[src/verilog/selftest_responder_defines.vh]
`ifndef SELFTEST_RESPONDER_DEFINES_VH
`define SELFTEST_RESPONDER_DEFINES_VH

// ------------------------------------------------------------
// command and message identifiers
// ------------------------------------------------------------
`define CMD_TEST_DATA 8'h11
`define CMD_SELF_TEST 8'h07
`define MSG_TEST_DATA 8'h09
`define MSG_SELF_TEST 8'h07

// ------------------------------------------------------------
// message layout
// ------------------------------------------------------------
`define DEGREES 7'd30
`define TD_BYTES 7'd120
`define TD_MSG_LEN 7'd121
`define ST_MSG_LEN 7'd3
`define INTENSITY_MAX 8'h7f
`define RANGE1_FIRST 7'h3c
`define WIDTH1_FIRST 7'h5a

// ------------------------------------------------------------
// fault word bit positions
// ------------------------------------------------------------
`define FLT_APP_IMAGE 0
`define FLT_PARAM_IMAGE 1

// ------------------------------------------------------------
// register offsets (byte addresses)
// ------------------------------------------------------------
`define REG_CTRL 12'h000
`define REG_STATUS 12'h004
`define REG_FAULT 12'h008
`define REG_IRQ_STAT 12'h00c
`define REG_IRQ_MASK 12'h010
`define REG_TD_BASE 12'h100
`define REG_TD_LAST 12'h2dc

// ------------------------------------------------------------
// field positions and reset values
// ------------------------------------------------------------
`define CTRL_ENABLE 0
`define CTRL_AUTO 1
`define CTRL_RESET 2'h3
`define IRQ_TD_DONE 0
`define IRQ_ST_DONE 1
`define IRQ_NEW_FAULT 2
`define IRQ_BAD_CMD 3
`define IRQ_RESET 4'h0

`endif

[src/verilog/selftest_responder.v]
// Notes on behaviour
// - command 17 makes the device send a test data message
// - test data message opens with identifier byte 9
// - then 30 range bytes of beam two, quarter-foot steps
// - then 30 pulse-width bytes of beam two, held to 0..127
// - then beam one range and pulse-width arrays, same coding
// - command 7 runs self-test, answer opens with identifier byte 7
// - a newly detected fault sends the self-test message unprompted
// - identifier followed by 16-bit fault word, set bit means failed
// - bit 0 application image, bit 1 parameter image; boot loader only
// - bits 2..7: -5V, memory test, motor, +5V, photodiode temp, window temp
// - bits 8..15: calibration, threshold, HV gain, humidity, resyncs, 3V, 24V, port
// - commands and replies share one 57.6 kbps serial link
`timescale 1ns/1ps
`include "selftest_responder_defines.vh"

module selftest_responder (
  input wire pclk,
  input wire presetn,
  input wire psel,
  input wire penable,
  input wire pwrite,
  input wire [11:0] paddr,
  input wire [31:0] pwdata,
  output reg [31:0] prdata,
  output reg pready,
  output reg pslverr,
  input wire rx_valid,
  input wire [7:0] rx_byte,
  output reg tx_valid,
  output reg [7:0] tx_byte,
  input wire tx_ready,
  input wire [15:0] fault_in,
  output reg app_run,
  output reg irq
);

  // ------------------------------------------------------------
  // state encoding
  // ------------------------------------------------------------
  // one-hot sequencer states
  localparam [2:0] S_IDLE = 3'b001;
  localparam [2:0] S_TD = 3'b010;
  localparam [2:0] S_ST = 3'b100;

  // ------------------------------------------------------------
  // state and storage
  // ------------------------------------------------------------
  // sequencer, synchroniser, request and register flops
  reg [2:0] state_ff;
  reg [6:0] cnt_ff;
  reg [15:0] fault_meta_ff;
  reg [15:0] fault_sync_ff;
  reg [15:0] fault_prev_ff;
  reg [15:0] fault_snap_ff;
  reg td_pend_ff;
  reg st_pend_ff;
  reg [1:0] ctrl_ff;
  reg [3:0] irq_stat_ff;
  reg [3:0] irq_mask_ff;
  reg [7:0] td_mem [0:119];
  reg [7:0] nxt_byte;
  reg [31:0] nxt_rdata;
  reg nxt_err;

  // ------------------------------------------------------------
  // bus, command and message decode
  // ------------------------------------------------------------
  // access phase before and at the answer
  wire acc_first = psel & penable & ~pready;
  wire acc_done = psel & penable & pready;
  wire wr_done = acc_done & pwrite;
  wire in_td = (paddr >= `REG_TD_BASE) && (paddr <= `REG_TD_LAST) && (paddr[1:0] == 2'b00);
  wire [11:0] td_off = paddr - `REG_TD_BASE;
  wire [6:0] td_idx = td_off[8:2];
  wire slot_free = ~tx_valid | tx_ready;
  wire busy = ~state_ff[0];
  // command bytes from the link, ignored while disabled
  wire cmd_td = rx_valid & ctrl_ff[`CTRL_ENABLE] & (rx_byte == `CMD_TEST_DATA);
  wire cmd_st = rx_valid & ctrl_ff[`CTRL_ENABLE] & (rx_byte == `CMD_SELF_TEST);
  wire cmd_bad = rx_valid & ctrl_ff[`CTRL_ENABLE] & ~cmd_td & ~cmd_st;
  wire [15:0] fault_rise = fault_sync_ff & ~fault_prev_ff;
  wire new_fault = |fault_rise;
  // message ends once its last byte is taken
  wire td_end = state_ff[1] & slot_free & (cnt_ff == `TD_MSG_LEN);
  wire st_end = state_ff[2] & slot_free & (cnt_ff == `ST_MSG_LEN);

  // ------------------------------------------------------------
  // helpers
  // ------------------------------------------------------------
  // pulse-width slots are the second and fourth groups of 30
  function is_intensity;
    input [6:0] idx;
    begin
      is_intensity = ((idx >= `DEGREES) && (idx < `RANGE1_FIRST)) || (idx >= `WIDTH1_FIRST);
    end
  endfunction

  // clamp a stored pulse width to the legal range
  function [7:0] clamp_int;
    input [7:0] b;
    begin
      clamp_int = b[7] ? `INTENSITY_MAX : b;
    end
  endfunction

  // ------------------------------------------------------------
  // outgoing byte selection
  // ------------------------------------------------------------
  // byte at position cnt of the active message
  always @* begin
    nxt_byte = 8'h00;
    if (state_ff[1]) begin
      if (cnt_ff == 7'd0) begin
        nxt_byte = `MSG_TEST_DATA;
      end else if (is_intensity(cnt_ff - 7'd1)) begin
        nxt_byte = clamp_int(td_mem[cnt_ff - 7'd1]);
      end else begin
        nxt_byte = td_mem[cnt_ff - 7'd1];
      end
    end else if (state_ff[2]) begin
      case (cnt_ff)
        7'd0: nxt_byte = `MSG_SELF_TEST;
        7'd1: nxt_byte = fault_snap_ff[15:8];
        default: nxt_byte = fault_snap_ff[7:0];
      endcase
    end
  end

  // ------------------------------------------------------------
  // fault input synchroniser
  // ------------------------------------------------------------
  // monitor lines come from outside the clock domain
  always @(posedge pclk or negedge presetn) begin
    if (!presetn) begin
      fault_meta_ff <= 16'h0000;
      fault_sync_ff <= 16'h0000;
      fault_prev_ff <= 16'h0000;
    end else begin
      fault_meta_ff <= fault_in;
      fault_sync_ff <= fault_meta_ff;
      fault_prev_ff <= fault_sync_ff;
    end
  end

  // ------------------------------------------------------------
  // pending requests
  // ------------------------------------------------------------
  // requests wait here while a message is on the link
  always @(posedge pclk or negedge presetn) begin
    if (!presetn) begin
      td_pend_ff <= 1'b0;
      st_pend_ff <= 1'b0;
    end else begin
      if (cmd_td) begin
        td_pend_ff <= 1'b1;
      end else if (state_ff[0] & ~st_pend_ff & td_pend_ff) begin
        td_pend_ff <= 1'b0;
      end
      if (cmd_st | (new_fault & ctrl_ff[`CTRL_AUTO])) begin
        st_pend_ff <= 1'b1;
      end else if (state_ff[0] & st_pend_ff) begin
        st_pend_ff <= 1'b0;
      end
    end
  end

  // ------------------------------------------------------------
  // message sequencer
  // ------------------------------------------------------------
  // one message at a time, self-test first when both wait
  always @(posedge pclk or negedge presetn) begin
    if (!presetn) begin
      state_ff <= S_IDLE;
      cnt_ff <= 7'd0;
      fault_snap_ff <= 16'h0000;
      tx_valid <= 1'b0;
      tx_byte <= 8'h00;
    end else begin
      case (state_ff)
        S_IDLE: begin
          if (tx_ready) begin
            tx_valid <= 1'b0;
          end
          cnt_ff <= 7'd0;
          if (st_pend_ff) begin
            state_ff <= S_ST;
            fault_snap_ff <= fault_sync_ff;
          end else if (td_pend_ff) begin
            state_ff <= S_TD;
          end
        end
        S_TD, S_ST: begin
          if (td_end | st_end) begin
            state_ff <= S_IDLE;
            tx_valid <= 1'b0;
          end else if (slot_free) begin
            tx_valid <= 1'b1;
            tx_byte <= nxt_byte;
            cnt_ff <= cnt_ff + 7'd1;
          end
        end
        default: begin
          state_ff <= S_IDLE;
          tx_valid <= 1'b0;
        end
      endcase
    end
  end

  // ------------------------------------------------------------
  // application run gate
  // ------------------------------------------------------------
  // image faults hold the application, boot loader only
  always @(posedge pclk or negedge presetn) begin
    if (!presetn) begin
      app_run <= 1'b0;
    end else begin
      app_run <= ~(fault_sync_ff[`FLT_APP_IMAGE] | fault_sync_ff[`FLT_PARAM_IMAGE]);
    end
  end

  // ------------------------------------------------------------
  // test data array
  // ------------------------------------------------------------
  // software loads the per-degree arrays in message order
  always @(posedge pclk) begin
    if (wr_done & in_td) begin
      td_mem[td_idx] <= pwdata[7:0];
    end
  end

  // ------------------------------------------------------------
  // control and interrupt registers
  // ------------------------------------------------------------
  // set wins over write-one-to-clear
  always @(posedge pclk or negedge presetn) begin
    if (!presetn) begin
      ctrl_ff <= `CTRL_RESET;
      irq_mask_ff <= `IRQ_RESET;
      irq_stat_ff <= `IRQ_RESET;
      irq <= 1'b0;
    end else begin
      if (wr_done && paddr == `REG_CTRL) begin
        ctrl_ff <= pwdata[1:0];
      end
      if (wr_done && paddr == `REG_IRQ_MASK) begin
        irq_mask_ff <= pwdata[3:0];
      end
      irq_stat_ff <= (irq_stat_ff & ~((wr_done && paddr == `REG_IRQ_STAT) ?
                     pwdata[3:0] : 4'h0)) |
                     {cmd_bad, new_fault, st_end, td_end};
      irq <= |(irq_stat_ff & irq_mask_ff);
    end
  end

  // ------------------------------------------------------------
  // apb read decode
  // ------------------------------------------------------------
  // unmapped addresses answer with an error
  always @* begin
    nxt_rdata = 32'h00000000;
    nxt_err = 1'b0;
    if (in_td) begin
      nxt_rdata = {24'h000000, td_mem[td_idx]};
    end else begin
      case (paddr)
        `REG_CTRL: nxt_rdata = {30'h00000000, ctrl_ff};
        `REG_STATUS: nxt_rdata = {28'h0000000, app_run, st_pend_ff, td_pend_ff, busy};
        `REG_FAULT: nxt_rdata = {fault_snap_ff, fault_sync_ff};
        `REG_IRQ_STAT: nxt_rdata = {28'h0000000, irq_stat_ff};
        `REG_IRQ_MASK: nxt_rdata = {28'h0000000, irq_mask_ff};
        default: nxt_err = 1'b1;
      endcase
    end
  end

  // ------------------------------------------------------------
  // apb handshake
  // ------------------------------------------------------------
  // one wait state, answer registered
  always @(posedge pclk or negedge presetn) begin
    if (!presetn) begin
      pready <= 1'b0;
      prdata <= 32'h00000000;
      pslverr <= 1'b0;
    end else begin
      pready <= acc_first;
      pslverr <= acc_first & nxt_err;
      // reads load data; refused accesses read as zero
      if (acc_first & (~pwrite | nxt_err)) begin
        prdata <= nxt_rdata;
      end
    end
  end

endmodule

[config.mk]
export PLATFORM = sky130hd
export DESIGN_NAME = selftest_responder
export DESIGN_NICKNAME = d
export VERILOG_FILES = /design/src/verilog/selftest_responder.v
export VERILOG_INCLUDE_DIRS = /design/src /design/src/verilog
export SDC_FILE = /design/constraint.sdc
export NUM_CORES = 2
export LEC_CHECK = 0
export BUFFER_PORTS_ARGS = -buffer_cell sky130_fd_sc_hd__buf_2
export CAP_MARGIN = 20
export CORE_UTILIZATION = 45
export DETAILED_ROUTE_END_ITERATION = 16
export GPL_TIMING_DRIVEN = 0
export SYNTH_ARGS = -nofsm -noshare
export SYNTH_HDL_FRONTEND = slang
export SYNTH_SLANG_ARGS = --single-unit
[constraint.sdc]
create_clock -name pclk -period 8.5 [get_ports pclk]
set_input_delay 0.85 -clock pclk [delete_from_list [all_inputs] [get_ports pclk]]
set_output_delay 0.85 -clock pclk [all_outputs]
set_load 0.03 [all_outputs]
==> metrics.md <==
| Metric | Value |
|---|---|
| Status | `finished with violations` |
| Failing checks | `negative setup slack` |
| # Max-Cap Violations | `0` |
| RSZ-0062 raised after global routing | `false` |
| Commonest non-fill, non-tap cell in the layout | `edfxtp_1` |
| Post-synth ARST share | `12.01%` |
| WP data required | `a little over 9000 ps` |
| VDD IR max | `approximately 0.00026 V` |
| Post-Syn Nets | `a little under 3k` |
| Half-perimeter wire length after placement | `148.7 mm` |
| Pre-antenna DRT Iters | `6` |
| P_int | `around 0.011 W` |
| Period utilisation layout | `102.5%` |
| Kind of critical path | `reg2reg` |
| Power, Total | `0.02006 W` |
| Clock Latency Late Sink | `roughly 760 ps` |
| Tightest Hold Check Type | `in2async` |
| I/O pins | `120` |
| Core ar. | `~110,000 µm²` |
| Met1 WL | `74.55 mm` |
| Worst endpoint data arrival time | `between 9000 and 10,000 ps` |
| Post-synthesis sequential area ratio | `a little under two thirds` |
| #FFs+latches synth | `1,091` |
| Synthesized area | `around 51,000 µm²` |
| Finished layout cell area | `between 50,000 and 60,000 µm²` |
| Total global routing overflow | `0` |
| Via count | `around 33k` |
| Total CTS buffers | `115` |
| Synth Flop Type | `edfxtp_1` |
| First-pass GRT wire length | `about 280 mm` |
| Total clock sinks | `between 1k and 1.5k` |
| Switching power | `about 0.0086 W` |
| R2r worst-path depth | `18` |
| Capturing element type of the critical path | `flip-flop` |
| Area occupied by multi-input gates | `17,360 µm²` |
| Tot GR Track Use | `37.11%` |
| Share of cells above drive strength 1 | `32.75%` |
| Final WL | `between 200 and 250 mm` |
| Starting Density | `a little under half` |
| Met2 WL | `90.61 mm` |
| Commonest cells after routing, fill and taps aside | `edfxtp_1, mux4_2, nand2_1` |
| Placement Cell Area | `between 50,000 and 60,000 µm²` |
| Max layer used | `met5` |
| EDFF count, synth | `960` |
| CTS-repair resized insts | `0` |
| Nets | `around 3.2k` |
| GPL Wtd Cong | `0.9962` |
| Post-route ant nets | `0` |
| Crit path time final | `8711 ps` |
| Die Height | `337.1 µm` |
| DR WL/cell | `44.78 µm` |
| Chip width | `337.1 µm` |
| Number of global-route vias before repair | `about 32k` |
| # fillers | `about 9k` |
| Area Overhead vs Synth | `14.65%` |
| Sequential Power Share | `~30%` |
| Logic pwr share | `44.2%` |
| Detailed-routed wire length on met3 | `around 30 mm` |
| Startpoint type of the worst setup path | `flip-flop` |
| Syn_area_per_cell | `18.03 µm²` |
| Sw frac | `a little over two fifths` |
| CTS Buffer Depth | `3` |
| Yosys Warn Count | `0` |
| Placement Rows | `about 120` |
| Clock root buffer | `clkbuf_16` |
| Power Density | `about 350 nW/µm²` |
| Worst setup margin | `-211.3 ps` |
| Full die area | `113,600 µm²` |
| Deepest level of the CTS H-tree | `3` |
| Crit-path max FO | `10` |
| Sequential cell area | `between 30,000 and 40,000 µm²` |
| Clock power frac | `26.3%` |
| Max Slew Vio Count | `0` |
| Initial antenna violation count | `20` |
| Slew headroom | `approximately an eighth` |
| Largest net degree at the start of global routing | `101` |
| # hold bufs at CTS | `0` |
| Clk_skew | `around 42 ps` |
| Worst-Margin Slew | `1302 ps` |
| Clock slew at reported path FFs | `60 ps` |
| Post-synthesis cell count | `about 2.8k` |
| Drt initial violations | `around 5.9k` |
| Buffers on Ports | `89` |
| Worst hold slack | `approximately 69 ps` |
| Post-route DRC | `0` |
| Final setup fails | `3` |
| Hold Fails Final Rpt | `0` |
| Leak Pwr | `between 15 and 20 nW` |
| CTS tree | `yes` |
| Via-to-Cell Ratio | `between 7 and 8` |
| Post-CTS setup repair buffer count | `0` |
| Fmax | `about 0.11 GHz` |
| Yosys cell types | `67` |
## power by group through the flow
| stage | sequential, W | combinational [W] | clock, W |
|---|---|---|---|
| CTS | 0.00592 | 0.00836 | 0.00529 |
| finish | 0.00592 | 0.00886 | 0.00529 |
| global route | 0.00592 | 0.00862 | 0.00547 |
| global placement | 0.00604 | 0.00809 | 0 |
| detailed placement | 0.00603 | 0.00833 | 0 |
| floorplan | 0.00606 | 0.00385 | 0 |
## kinds of logic (layout without fill, tap and decap cells)
logic type      Yosys count  after routing  share of synthesized area, %
compound gates          278            278                         3.615
xor+xnor                 12             12                        0.2080
fa+ha+maj                 4              4                       0.09904
buf+inv                 234            607                         2.181
flops                  1091           1091                         63.54
mux                     648            648                         25.77
other cells               0             11                             0
simple gates            536            536                         4.585
## synth_stat cells, types with 26 or more instances
cell	number	share of area (%)
a21oi_1	57	0.56
buf_1	30	0.22
buf_2	73	0.72
clkbuf_1	79	0.59
dfrtp_1	128	6.3
edfxtp_1	960	57
mux2_2	55	1.2
mux2i_1	76	1.5
mux4_2	517	23
nand2_1	217	1.6
nor2_1	188	1.4
nor3_1	26	0.26
o21ai_0	80	0.79
## sequential cells by signal, indices dropped and copies added, names as in the netlist, 4 cells and up
name and flops:
td_mem 960, fault_sync_ff 16, tx_byte 8, fault_prev_ff 16, irq_stat_ff 4, fault_snap_ff 16, cnt_ff 7, fault_meta_ff 16
irq_mask_ff 4, prdata 32
## stage by stage
stage | utilization (%) | setup WS, ps | setup TNS, ps | instances
6_report | 52.21 | -211.3 | -316.4 | 4675
5_1_grt | 52.18 | 64.59 | 0 | 4664
4_1_cts | 52.09 | 352.9 | 0 | 4653
3_5_place_dp | 48.57 | 379.2 | 0 | 4443
3_3_place_gp | 47.62 | -1017 | -3884 | 4380
2_1_floorplan | - | 4603 | 0 | 2803
## cell type report
class	count	share of cell area, %
tap	1488	3.213
clock buffer	146	5.446
timing repair buffer	163	2.680
sequential	1091	55.42
multi-input combinational	1478	29.96
inverter	24	0.1555
clock inverter	64	1.291
antenna	11	0.04751
buffer	210	1.786
## path summary, 6_finish.rpt
check	startpoint	endpoint	slack (ps)
max in group asynchronous	presetn	ctrl_ff[0]	7650
min in group pclk	fault_in[8]	fault_meta_ff[8]	220
max	cnt_ff[0]	tx_byte[6]	-210
min reg2reg	fault_meta_ff[10]	fault_sync_ff[10]	350
min	presetn	prdata[15]	70
max reg2reg	cnt_ff[0]	tx_byte[6]	-210
## critical path, stage by stage (launching register included)
cell      delay, ps
dfrtp_1         380
buf_4           330
buf_4           410
buf_4           380
clkinv_1       1030
ha_1            730
buf_4           210
buf_2           630
buf_2           540
buf_2           680
clkbuf_1        630
buf_8           240
mux4_2          300
nor2_1          130
nor2_1           60
o221ai_1        440
o31ai_1         300
o41ai_1         890
a21oi_1         140
## layer usage
layer	vias up	GRT usage [%]
met5	-	0
met3	614	12.27
met4	10	22.63
li1	12210	-
met1	17550	48.76
met2	3054	53.61
Note: power is estimated with default switching activity, not from simulation.
